`config.mk`:
```
export PLATFORM = sky130hd
export DESIGN_NAME = irw_top
export DESIGN_NICKNAME = d
export VERILOG_FILES = /design/src/hdl/irw_pkg.sv /design/src/hdl/irw_top.sv
export SDC_FILE = /design/constraint.sdc
export NUM_CORES = 1
export LEC_CHECK = 0
export BUFFER_PORTS_ARGS = -buffer_cell sky130_fd_sc_hd__buf_4
export CAP_MARGIN = 20
export CORE_AREA = 4 4 172 174
export CTS_CLUSTER_DIAMETER = 80
export CTS_CLUSTER_SIZE = 30
export DETAILED_ROUTE_END_ITERATION = 7
export DIE_AREA = 0 0 176 178
export GPL_TIMING_DRIVEN = 0
export SYNTH_ARGS = -nofsm -noshare
export SYNTH_HDL_FRONTEND = slang
export SYNTH_SLANG_ARGS = --single-unit
```
`constraint.sdc`:
```
create_clock -name clk -period 11 [get_ports clk]
set_input_delay 1.65 -clock clk [delete_from_list [all_inputs] [get_ports clk]]
set_output_delay 1.65 -clock clk [all_outputs]
set_load 0.1 [all_outputs]
```
`src/hdl/irw_pkg.sv`:
```
package irw_pkg;
  localparam int NPIN = 6;
  localparam int NPER = 8;
  localparam int NSRC = 14;
  localparam int PRI_W = 2;
  localparam int TICK_W = 24;

  // register byte addresses
  localparam logic [7:0] OFF_RST_CAUSE = 8'h00;
  localparam logic [7:0] OFF_NMI_CAUSE = 8'h04;
  localparam logic [7:0] OFF_STOP_WAKE = 8'h08;
  localparam logic [7:0] OFF_IDLE_WAKE = 8'h0c;
  localparam logic [7:0] OFF_EDGE_MODE = 8'h10;
  localparam logic [7:0] OFF_PIN_IN_EN = 8'h14;
  localparam logic [7:0] OFF_SET_PEND = 8'h18;
  localparam logic [7:0] OFF_CLR_PEND = 8'h1c;
  localparam logic [7:0] OFF_WAKE_STAT = 8'h20;
  localparam logic [7:0] OFF_WAKE_MASK = 8'h24;
  localparam logic [7:0] OFF_PRIORITY = 8'h28;
  localparam logic [7:0] OFF_CTRL = 8'h2c;
  localparam logic [7:0] OFF_TICK_LOAD = 8'h30;
  localparam logic [7:0] OFF_TICK_CNT = 8'h34;
  localparam logic [7:0] OFF_ACTIVE = 8'h38;

  // reset cause bits
  localparam int RC_PIN = 0;
  localparam int RC_POR = 1;
  localparam int RC_WDT = 2;
  localparam int RC_SW = 3;
  localparam int RC_LVD = 4;
  localparam int RC_W = 5;
  // nmi cause bits
  localparam int NC_WDT = 0;
  localparam int NC_LVD = 1;
  // control bits
  localparam int CTRL_SWRST = 0;
  localparam int CTRL_TICK_EN = 1;
  localparam int CTRL_TICK_FLAG = 16;

  // pin wake active condition, three bits a pin
  localparam int MODE_W = 3;
  localparam logic [2:0] MODE_RISE = 3'h0;
  localparam logic [2:0] MODE_FALL = 3'h1;
  localparam logic [2:0] MODE_LOW = 3'h2;
  localparam logic [2:0] MODE_HIGH = 3'h3;
  localparam logic [2:0] MODE_BOTH = 3'h4;

  // source numbering and vectors
  localparam logic [7:0] VEC_BASE = 8'h40;
  localparam int VEC_SHIFT = 2;
  localparam int SRC_UART_A_RX = 6;
  localparam int SRC_UART_B_TX = 9;
  localparam int SRC_SPI_ERR = 12;
  localparam logic [7:0] VEC_SPI_ERR = 8'h70;
endpackage : irw_pkg

```
`src/hdl/irw_top.sv`:
```
`timescale 1ns/1ps
module irw_top import irw_pkg::*; (
  // clock and reset
  input wire logic clk,
  input wire logic sys_rst,
  // register port
  input wire logic [7:0] regAddr,
  input wire logic [31:0] regWrData,
  input wire logic regWr,
  input wire logic regRd,
  output logic [31:0] regRdData,
  // reset and nmi requests
  input wire logic resetPin,
  input wire logic porReq,
  input wire logic wdtResetReq,
  input wire logic lvdResetReq,
  input wire logic wdtNmiReq,
  input wire logic lvdNmiReq,
  // interrupt sources
  input wire logic [NPIN-1:0] extPin,
  input wire logic [NPER-1:0] periphIrq,
  // cpu side
  output logic resetException,
  output logic nmiRequest,
  output logic tickException,
  output logic [NSRC-1:0] cpuIrq,
  output logic activeValid,
  output logic [3:0] activeNum,
  output logic [7:0] activeVector,
  output logic irqOut
);

  function automatic logic modeHit(input logic [2:0] m, input logic cur, input logic prev);
    unique case (m)
      MODE_RISE: modeHit = cur & ~prev;
      MODE_FALL: modeHit = ~cur & prev;
      MODE_LOW: modeHit = ~cur;
      MODE_HIGH: modeHit = cur;
      MODE_BOTH: modeHit = cur ^ prev;
      default: modeHit = 1'b0;
    endcase
  endfunction : modeHit

  function automatic logic [4:0] pick(input logic [NSRC-1:0] req,
                                      input logic [NSRC*PRI_W-1:0] pri);
    logic [PRI_W-1:0] best;
    logic found;
    pick = 5'h00;
    best = '1;
    found = 1'b0;
    for (int i = 0; i < NSRC; i++) begin
      if (req[i] && (!found || pri[i*PRI_W +: PRI_W] < best)) begin
        found = 1'b1;
        best = pri[i*PRI_W +: PRI_W];
        pick = {1'b1, 4'(i)};
      end
    end
  endfunction : pick

  logic [NPIN:0] pinMeta;
  logic [NPIN:0] pinSync;
  logic resetPinPrev;
  logic [RC_W-1:0] resetCause;
  logic [1:0] nmiCause;
  logic [NSRC-1:0] stopWake;
  logic [NSRC-1:0] idleWake;
  logic [NPIN*MODE_W-1:0] edgeMode;
  logic [NPIN-1:0] pinInEn;
  logic [NSRC-1:0] setPend;
  logic [NSRC-1:0] wakeStat;
  logic [NSRC-1:0] wakeMask;
  logic [NSRC*PRI_W-1:0] prioSel;
  logic [NSRC-1:0] srcPrev;
  logic swReq;
  logic tickEn;
  logic tickFlag;
  logic [TICK_W-1:0] tickReload;
  logic [TICK_W-1:0] tickCnt;
  logic [NPIN-1:0] pinEff;
  logic [NSRC-1:0] srcLevel;
  logic [NSRC-1:0] routeEn;
  logic [NSRC-1:0] wakeHit;
  logic [4:0] next_pick;
  logic resetPinRise;
  logic tickZero;
  logic wrCtrl;

  // two-flop synchroniser for the reset pin and the external pins
  always_ff @(posedge clk or posedge sys_rst) begin
    if (sys_rst) begin
      pinMeta <= '0;
      pinSync <= '0;
    end else begin
      pinMeta <= {resetPin, extPin};
      pinSync <= pinMeta;
    end
  end

  // disabled input reads high; software should drive low before enabling
  always_comb begin
    for (int i = 0; i < NPIN; i++) begin
      pinEff[i] = pinInEn[i] ? pinSync[i] : 1'b1;
    end
  end

  assign srcLevel = {periphIrq, pinEff};
  // stop and idle enables are equivalent and ignore operating mode
  assign routeEn = stopWake | idleWake;
  assign resetPinRise = pinSync[NPIN] & ~resetPinPrev;
  assign wrCtrl = regWr && regAddr == OFF_CTRL;
  assign tickZero = tickEn && tickCnt == '0;

  genvar g;
  generate
    for (g = 0; g < NSRC; g++) begin : g_wake
      if (g < NPIN) begin : g_pin
        assign wakeHit[g] = modeHit(edgeMode[g*MODE_W +: MODE_W], srcLevel[g],
                                    srcPrev[g]);
      end else begin : g_per
        assign wakeHit[g] = srcLevel[g] & ~srcPrev[g];
      end
    end
  endgenerate

  always_ff @(posedge clk or posedge sys_rst) begin
    if (sys_rst) begin
      srcPrev <= '0;
      resetPinPrev <= 1'b0;
    end else begin
      srcPrev <= srcLevel;
      resetPinPrev <= pinSync[NPIN];
    end
  end

  // configuration registers
  always_ff @(posedge clk or posedge sys_rst) begin
    if (sys_rst) begin
      stopWake <= '0;
      idleWake <= '0;
      edgeMode <= '0;
      pinInEn <= '0;
      wakeMask <= '0;
      prioSel <= '0;
      tickReload <= '0;
      tickEn <= 1'b0;
    end else if (regWr) begin
      unique case (regAddr)
        OFF_STOP_WAKE: stopWake <= regWrData[NSRC-1:0];
        OFF_IDLE_WAKE: idleWake <= regWrData[NSRC-1:0];
        OFF_EDGE_MODE: edgeMode <= regWrData[NPIN*MODE_W-1:0];
        OFF_PIN_IN_EN: pinInEn <= regWrData[NPIN-1:0];
        OFF_WAKE_MASK: wakeMask <= regWrData[NSRC-1:0];
        OFF_PRIORITY: prioSel <= regWrData[NSRC*PRI_W-1:0];
        OFF_TICK_LOAD: tickReload <= regWrData[TICK_W-1:0];
        OFF_CTRL: tickEn <= regWrData[CTRL_TICK_EN];
        default: ;
      endcase
    end
  end

  // reset requests and cause flags; a new cause wins over a clear
  always_ff @(posedge clk or posedge sys_rst) begin
    if (sys_rst) begin
      swReq <= 1'b0;
      resetException <= 1'b0;
      resetCause <= '0;
    end else begin
      swReq <= wrCtrl & regWrData[CTRL_SWRST];
      resetException <= resetPinRise | porReq | wdtResetReq | lvdResetReq | swReq;
      resetCause <= (resetCause & ~(regWr && regAddr == OFF_RST_CAUSE
                      ? regWrData[RC_W-1:0] : '0))
                    | {lvdResetReq, swReq, wdtResetReq, porReq, resetPinRise};
    end
  end

  // nmi cause flags; request stands while any cause is set
  always_ff @(posedge clk or posedge sys_rst) begin
    if (sys_rst) begin
      nmiCause <= '0;
      nmiRequest <= 1'b0;
    end else begin
      nmiCause <= (nmiCause & ~(regWr && regAddr == OFF_NMI_CAUSE
                    ? regWrData[1:0] : 2'h0)) | {lvdNmiReq, wdtNmiReq};
      nmiRequest <= |nmiCause;
    end
  end

  // tick counter
  always_ff @(posedge clk or posedge sys_rst) begin
    if (sys_rst) begin
      tickCnt <= '0;
      tickException <= 1'b0;
      tickFlag <= 1'b0;
    end else begin
      if (!tickEn) begin
        tickCnt <= tickReload;
      end else if (tickZero) begin
        tickCnt <= tickReload;
      end else begin
        tickCnt <= tickCnt - 1'b1;
      end
      tickException <= tickZero;
      if (tickZero) begin
        tickFlag <= 1'b1;
      end else if (regRd && regAddr == OFF_CTRL) begin
        tickFlag <= 1'b0;
      end
    end
  end

  // wake latch and forced pending; set wins over clear
  always_ff @(posedge clk or posedge sys_rst) begin
    if (sys_rst) begin
      wakeStat <= '0;
      setPend <= '0;
    end else begin
      wakeStat <= (wakeStat & ~(regWr && regAddr == OFF_WAKE_STAT
                    ? regWrData[NSRC-1:0] : '0)) | (wakeHit & routeEn);
      setPend <= (setPend & ~(regWr && regAddr == OFF_CLR_PEND
                  ? regWrData[NSRC-1:0] : '0))
                 | (regWr && regAddr == OFF_SET_PEND ? regWrData[NSRC-1:0] : '0);
    end
  end

  assign next_pick = pick(cpuIrq, prioSel);

  // cpu request lines, active source and interrupt output
  always_ff @(posedge clk or posedge sys_rst) begin
    if (sys_rst) begin
      cpuIrq <= '0;
      activeValid <= 1'b0;
      activeNum <= '0;
      activeVector <= '0;
      irqOut <= 1'b0;
    end else begin
      for (int i = 0; i < NSRC; i++) begin
        cpuIrq[i] <= (routeEn[i] ? wakeStat[i] : srcLevel[i]) | setPend[i];
      end
      activeValid <= next_pick[4];
      activeNum <= next_pick[3:0];
      activeVector <= VEC_BASE + {2'b00, next_pick[3:0], 2'b00};
      irqOut <= |(wakeStat & wakeMask);
    end
  end

  // read port, data in the cycle after the strobe
  always_ff @(posedge clk or posedge sys_rst) begin
    if (sys_rst) begin
      regRdData <= '0;
    end else if (regRd) begin
      unique case (regAddr)
        OFF_RST_CAUSE: regRdData <= 32'(resetCause);
        OFF_NMI_CAUSE: regRdData <= 32'(nmiCause);
        OFF_STOP_WAKE: regRdData <= 32'(stopWake);
        OFF_IDLE_WAKE: regRdData <= 32'(idleWake);
        OFF_EDGE_MODE: regRdData <= 32'(edgeMode);
        OFF_PIN_IN_EN: regRdData <= 32'(pinInEn);
        OFF_SET_PEND: regRdData <= 32'(setPend);
        OFF_CLR_PEND: regRdData <= 32'(setPend);
        OFF_WAKE_STAT: regRdData <= 32'(wakeStat);
        OFF_WAKE_MASK: regRdData <= 32'(wakeMask);
        OFF_PRIORITY: regRdData <= 32'(prioSel);
        OFF_CTRL: regRdData <= 32'({tickFlag, 14'h0000, tickEn, 1'b0});
        OFF_TICK_LOAD: regRdData <= 32'(tickReload);
        OFF_TICK_CNT: regRdData <= 32'(tickCnt);
        OFF_ACTIVE: regRdData <= 32'({activeVector, 3'h0, activeValid, activeNum});
        default: regRdData <= '0;
      endcase
    end else begin
      regRdData <= '0;
    end
  end
endmodule : irw_top

```
==> results of run 1 <==
==> cell type report <==
| cell class | count | area [µm²] |
|---|---|---|
| Tap cell | 378 | 473 |
| Sequential cell | 261 | 6530 |
| Clock buffer | 15 | 375 |
| Multi-Input combinational cell | 801 | 5610 |
| Fill cell | 2602 | 13400 |
| Buffer | 61 | 273 |
| Timing Repair Buffer | 109 | 862 |
| Inverter | 28 | 113 |
| Clock inverter | 9 | 118 |
==> worst max path at each step <==
stage / slack, ns / start / cells after the start / to
3_5_place_dp: 5.31 / prioSel[3] / 22 / activeNum[1]
3_3_place_gp: -0.87 / sys_rst / 2 / prioSel[20]
2_1_floorplan: 2.17 / sys_rst / 1 / activeNum[0]
5_1_grt: 4.84 / prioSel[3] / 22 / activeNum[1]
4_1_cts: 5.29 / prioSel[3] / 22 / activeNum[1]
6_report: 5.14 / prioSel[3] / 22 / activeNum[1]
==> cell usage after synthesis, drive strengths merged (14+ instances only) <==
library cell,instances
dfrtp,261
nand2,122
mux2,120
o21ai,64
nor2,53
a22oi,48
clkbuf,43
a22o,34
nor2b,33
a21oi,29
inv,28
a221oi,24
nand2b,23
a31oi,21
xnor2,20
nor3,19
buf,18
a211oi,16
nand3,16
ha,15
nand3b,14
==> state kept, by name, summed over array words and instances, names as in the netlist, 14 cells and up <==
| register | count |
|---|---|
| prioSel | 28 |
| regRdData | 28 |
| srcPrev | 14 |
| edgeMode | 18 |
| setPend | 14 |
| idleWake | 14 |
| tickCnt | 24 |
| cpuIrq | 14 |
| wakeMask | 14 |
| wakeStat | 14 |
| stopWake | 14 |
| tickReload | 24 |
==> stage by stage <==
stage	hold WS (ns)	setup TNS (ns)	total power [mW]
floorplan	0.331	0	1.36
global placement	0.332	-219.50	1.48
detailed placement	0.336	0	1.48
CTS	0.358	0	2.12
global route	0.368	0	2.19
finish	0.354	0	2.11
==> power by group through the flow <==
stage	Sequential [mW]	Clock, mW	Combinational (mW)
after floorplan	1.15	0	0.208
final	1.09	0.641	0.374
after detailed placement	1.11	0	0.375
after CTS	1.09	0.653	0.376
after global routing	1.10	0.680	0.407
after global placement	1.11	0	0.368
==> critical path: stages, from the launching register on <==
cell and delay (ns):
dfrtp_1 0.60, and4b_1 0.24, a211oi_1 0.53, a32oi_1 0.25
a21oi_1 0.26, o311a_2 0.31, a211oi_1 0.15, o31ai_1 0.47
nand2_2 0.10, a21oi_2 0.21, mux2i_1 0.29, ha_1 0.24
nor2_1 0.06, o21a_1 0.19, a21oi_2 0.23, mux2_4 0.33
ha_1 0.19, nor3b_1 0.28, nand3_1 0.14, a21oi_1 0.20
a22oi_2 0.13, and2_1 0.19, a21boi_2 0.15
==> metal layers <==
metal | track usage | up-vias | wire, µm
met5 | 0 | - | 13
met4 | 0.0828 | 2 | 1280
met3 | 0.0379 | 81 | 3100
met2 | 0.404 | 425 | 18300
met1 | 0.353 | 5080 | 17000
li1 | - | 4455 | -
==> cell families (layout without fill, tap and decap cells) <==
group                      Yosys count  count (layout)  share of synthesized area
AOI/OAI and AO/OA                  285             285                      0.163
xor gates and xnor gates            27              27                     0.0189
other                                2               8                   0.000601
DFF                                261             261                      0.523
and+or+nand+nor                    344             344                      0.139
adders and majority gates           16              16                     0.0158
buffers and inverters               89             222                     0.0302
muxes                              121             121                      0.109
==> layout by cell type (no fill, tap or decap), drive strengths merged, types with 3 or more instances in the layout <==
cell type / netlist / final
dfrtp: 261 / 261
buf: 18 / 127
nand2: 122 / 122
mux2: 120 / 120
o21ai: 64 / 64
clkbuf: 43 / 58
nor2: 53 / 53
a22oi: 48 / 48
a22o: 34 / 34
inv: 28 / 34
nor2b: 33 / 33
a21oi: 29 / 29
a221oi: 24 / 24
nand2b: 23 / 23
a31oi: 21 / 21
xnor2: 20 / 20
nor3: 19 / 19
nand3: 16 / 16
a211oi: 16 / 16
ha: 15 / 15
nand3b: 14 / 14
and3: 10 / 10
nor4: 10 / 10
a21o: 10 / 10
nand4: 8 / 8
conb: 2 / 8
or4: 8 / 8
a211o: 7 / 7
xor2: 7 / 7
or3: 6 / 6
and2: 6 / 6
a222oi: 5 / 5
or2: 5 / 5
a221o: 3 / 3
o22ai: 3 / 3
nor3b: 3 / 3
o21a: 3 / 3
o31ai: 3 / 3
==> impl_metrics.py, run 1 <==
metrics = {
    "timing": {
        "final_max_slew_viol_count": 0,
        "max_freq_mhz": 171,
        "finalSetupViolCount": 0,
        "finalCriticalPeriod_ns": 5.86,
        "clock_skew_ns": 0.0270,
        "setup_slack_ns": 5.14,
        "finalCritPeriodShare": 0.533,
        "tightest_slew_ns": 1.20,
        "rsz0062_at_grt": "false",
        "report.final.hold_viol_count": 0,
        "relSlewSlack": 0.196,
    },
    "critical_path": {
        "crit_type": "register to register",
        "reg2reg_slack_ns": 5.14,
        "reg2reg_to": "activeNum[1]",
        "startpoint_type": "register",
        "worst_ep_arrival_time_ns": 6.27,
        "cp.required_ns": 11.40,
        "reg2regPathDepth": 22,
        "critPathMaxFanout": 7,
        "cp-end-kind": "register",
        "r2r-start": "prioSel[3]",
    },
    "floorplan": {
        "fp.dieH_um": 178,
        "ioPinCount": 127,
        "die_x_um": 176,
        "core_area_mm2": 0.0278,
        "row_count": 61,
        "fp.dieArea_mm2": 0.0313,
        "initial_core_util": 0.450,
    },
    "job": {
        "maxCapViolCount": 0,
    },
    "pwr": {
        "p_leak_nw": 6.44,
        "swShare": 0.329,
        "power_switching_mw": 0.692,
        "ir_worst_vdd_mv": 0.103,
        "internal_power_mw": 1.41,
        "clock_power_share": 0.304,
        "seqPwrFrac": 0.518,
        "powerDensity_mw_per_mm2": 147,
        "pwr-share-comb": 0.178,
    },
    "hold_path": {
        "min_to": "pinSync[2]",
        "hold_depth": 0,
        "hp-start": "pinMeta[2]",
        "hold_class": "register to register",
    },
    "grt": {
        "grtUsageTotal": 0.251,
        "grt_max_degree": 126,
        "grt_pass1_wl_um": 60100,
        "first_global_vias": 9671,
        "grt.overflow.total": 0,
        "antenna_found_initial": 1,
    },
    "logic_synthesis": {
        "synth-main-ff-cell": "dfrtp_1",
        "synth_edf_count": 0,
        "synthTopCellsByArea": "dfrtp_1 (52%), mux2_2 (11%), nand2_1 (3.6%)",
        "synth_top_area_frac": 0.523,
        "synthCells": 1145,
        "synth-seq-area-share": 0.523,
        "synth_cell_types": 73,
        "async_reset_ff_frac": 1.00,
        "yosysWarnings": 0,
        "synth_seq_cells": 261,
        "yosysTopAreaCell": "dfrtp_1",
        "avgSynthCellArea_um2": 10.9,
        "synth_area_mm2": 0.0125,
    },
    "clocking": {
        "cts_inserted_buffers": 15,
        "post_cts.repair.setup_buffers": 0,
        "clk_latency_ns": 0.51,
        "cts_htree_levels": 1,
        "cts_hold_buf": 0,
        "cts_resized": 0,
        "cts_tree": "built",
        "clock-sinks": 261,
        "clk_path_buf_depth": 3,
        "root_buffer": "clkbuf_16",
        "path_clk_slew_ns": 0.11,
    },
    "route": {
        "first_pass_iters": 5,
        "drc": 0,
        "drt_iter0_drc": 1163,
        "drtAntennaViolNets": 0,
        "vias_per_cell": 6.04,
        "wl_per_cell_um": 23.9,
        "routed_wl_um": 39700,
        "vias": 10000,
    },
    "final_layout": {
        "stdcell_count": 1662,
        "area_growth_pct": 14.9,
        "layout.nets": 1356,
        "utilization": 0.517,
        "drive_gt1_frac": 0.223,
        "diodes": 0,
        "final_area_mm2": 0.0144,
    },
    "placement": {
        "dpl.hpwl_um": 28800,
        "place.gp.congestion": 0.918,
        "portBuffers": 106,
        "pre_cts_slack_ns": 5.31,
        "dpl_cell_area_mm2": 0.0139,
        "dp_cells": 1638,
    },
    "status": {
        "outcome": "completed",
    },
}
Note: power is estimated with default switching activity, not from simulation.
==> inputs of run 2 (changes only) <==
- PLACE_DENSITY: unset -> 0.65
- clock period: 11 -> 4.95 ns (I/O delays scaled with it)
==> impl_metrics.py, run 2 (synthesis results as in run 1) <==
metrics = {
    "hold_path": {
        "hp-start": "extPin[5]",
        "hold_depth": 1,
        "hold_class": "input port to register",
        "min_to": "pinMeta[5]",
    },
    "grt": {
        "grt_pass1_wl_um": 60600,
        "grtUsageTotal": 0.253,
        "first_global_vias": 10000,
        "grt.overflow.total": 0,
        "antenna_found_initial": 0,
        "grt_max_degree": 41,
    },
    "clocking": {
        "cts_inserted_buffers": 15,
        "cts_htree_levels": 1,
        "root_buffer": "clkbuf_16",
        "path_clk_slew_ns": 0.11,
        "clock-sinks": 261,
        "clk_latency_ns": 0.51,
        "cts_hold_buf": 0,
        "cts_tree": "built",
        "clk_path_buf_depth": 3,
    },
    "critical_path": {
        "reg2regPathDepth": 21,
        "critPathMaxFanout": 6,
        "cp.required_ns": 5.35,
        "reg2reg_to": "activeNum[1]",
        "worstSetupStartpoint": "cpuIrq[1]",
        "r2r-start": "cpuIrq[1]",
        "crit_type": "register to register",
        "worst_ep_arrival_time_ns": 5.40,
        "reg2reg_slack_ns": -0.05,
        "startpoint_type": "register",
        "cp-end-kind": "register",
    },
    "final_layout": {
        "layout.nets": 1386,
        "area_growth_pct": 19.8,
        "reg.largest.list": "prioSel x28, regRdData x28",
        "final_area_mm2": 0.0150,
        "n_fill_cell": 2505,
        "final_cell_mix": "dfrtp_1 (248), buf_4 (143), nand2_1 (120), mux2_2 (119), o21ai_0 (58)",
        "final_common_cell": "dfrtp_1",
        "drive_gt1_frac": 0.273,
    },
    "timing": {
        "rsz0062_at_grt": "true",
        "max_freq_mhz": 200,
        "finalCriticalPeriod_ns": 5.00,
        "tightest_slew_ns": 1.07,
        "finalSetupViolCount": 1,
        "relSlewSlack": 0.283,
        "finalCritPeriodShare": 1.01,
        "report.final.hold_viol_count": 0,
        "setup_slack_ns": -0.0492,
        "clock_skew_ns": 0.0239,
        "fin_tns_setup_ns": -0.0492,
        "final_max_slew_viol_count": 0,
    },
    "route": {
        "drc": 0,
        "dr_wl_met3_um": 3240,
        "drt_iter0_drc": 1124,
        "wl_met2_um": 18600,
        "drtAntennaViolNets": 0,
        "top_layer_used": "met4",
        "routed_wl_um": 40200,
        "first_pass_iters": 6,
        "wl_per_cell_um": 23.7,
        "vias": 10200,
        "wl_met1_um": 16800,
        "vias_per_cell": 6.01,
    },
    "floorplan": {
        "core_area_mm2": 0.0278,
        "fp.dieH_um": 178,
        "ioPinCount": 127,
        "row_count": 61,
        "die_x_um": 176,
        "initial_core_util": 0.450,
        "fp.dieArea_mm2": 0.0313,
    },
    "placement": {
        "pre_cts_slack_ns": -0.442,
        "dpl.hpwl_um": 29400,
        "place.gp.congestion": 0.922,
        "portBuffers": 106,
        "dpl_cell_area_mm2": 0.0140,
    },
    "pwr": {
        "ir_worst_vdd_mv": 0.286,
        "p_leak_nw": 6.69,
        "powerDensity_mw_per_mm2": 325,
    },
    "status": {
        "failed_checks": "setup timing",
        "outcome": "complete, but fails checks",
    },
    "job": {
        "maxCapViolCount": 0,
    },
}
[run 2: cell types whose count changed in the layout (fill, tap and decap cells not counted), sizes merged]
| cell | before | now |
|---|---|---|
| inv | 34 | 31 |
| clkbuf | 58 | 59 |
| clkinvlp | 2 | 1 |
| bufinv | 0 | 2 |
| diode | 0 | 1 |
| clkinv | 1 | 3 |
| buf | 127 | 157 |
[run 2: stage by stage]
| stage | utilization | cells | total power [mW] | hold WS [ns] |
|---|---|---|---|---|
| 3_3_place_gp | 0.498 | 1635 | 3.28 | 0.333 |
| 3_5_place_dp | 0.503 | 1642 | 3.31 | 0.336 |
| 4_1_cts | 0.532 | 1682 | 4.86 | 0.316 |
| 6_report | 0.539 | 1694 | 4.87 | 0.325 |
| 5_1_grt | 0.539 | 1693 | 5.05 | 0.309 |
| 2_1_floorplan | - | 1151 | 3.02 | 0.331 |
[run 2: report_power, final]
group | switching [mW] | internal (mW)
logic | 0.581 | 0.317
clock network | 0.814 | 0.727
registers | 0.175 | 2.25
[run 2: final cells by class]
cell class                      count  area [µm²]  area share
Clock inverter                      9         171      0.0115
Antenna cell                        1        2.50    0.000167
Tap cell                          378         473      0.0316
Timing Repair Buffer              140        1140      0.0763
Inverter                           28         109     0.00727
Sequential cell                   261        6550       0.438
Buffer                             60         274      0.0183
Clock buffer                       16         389      0.0260
Multi-Input combinational cell    801        5860       0.391
[run 2: worst max-delay path by stage]
| stage | to | cells past startpoint |
|---|---|---|
| floorplan | activeNum[1] | 23 |
| global placement | cpuIrq[7] | 2 |
| detailed placement | activeNum[1] | 22 |
| CTS | activeNum[1] | 22 |
| global route | activeNum[1] | 21 |
| finish | activeNum[1] | 21 |
[run 2: layer usage]
metal	vias up	GRT usage
met4	0	0.102
met3	96	0.0454
met1	5109	0.341
li1	4493	-
met5	-	0
met2	490	0.409
[run 2: worst max-delay path, stage by stage (launching register included)]
cell      delay [ns]
dfrtp_2         0.49
nor2b_4         0.18
or4_4           0.48
buf_6           0.15
or4_4           0.46
buf_4           0.16
a21o_1          0.18
a21oi_1         0.42
a21oi_4         0.12
mux2i_2         0.18
ha_2            0.33
nor2_1          0.03
o21a_1          0.19
a21oi_2         0.16
mux2_4          0.33
ha_4            0.17
nor3b_4         0.19
nand3_2         0.10
a21oi_2         0.15
a22oi_2         0.11
and2_4          0.15
a21boi_2        0.14
[run 2: repair_timing]
item                                    CTS  global route
resized for setup                        29            21
endpoints found under the hold margin     0             0
pin swaps                                 9             8
setup buffers                            16            10
endpoints found under the setup margin    4             4
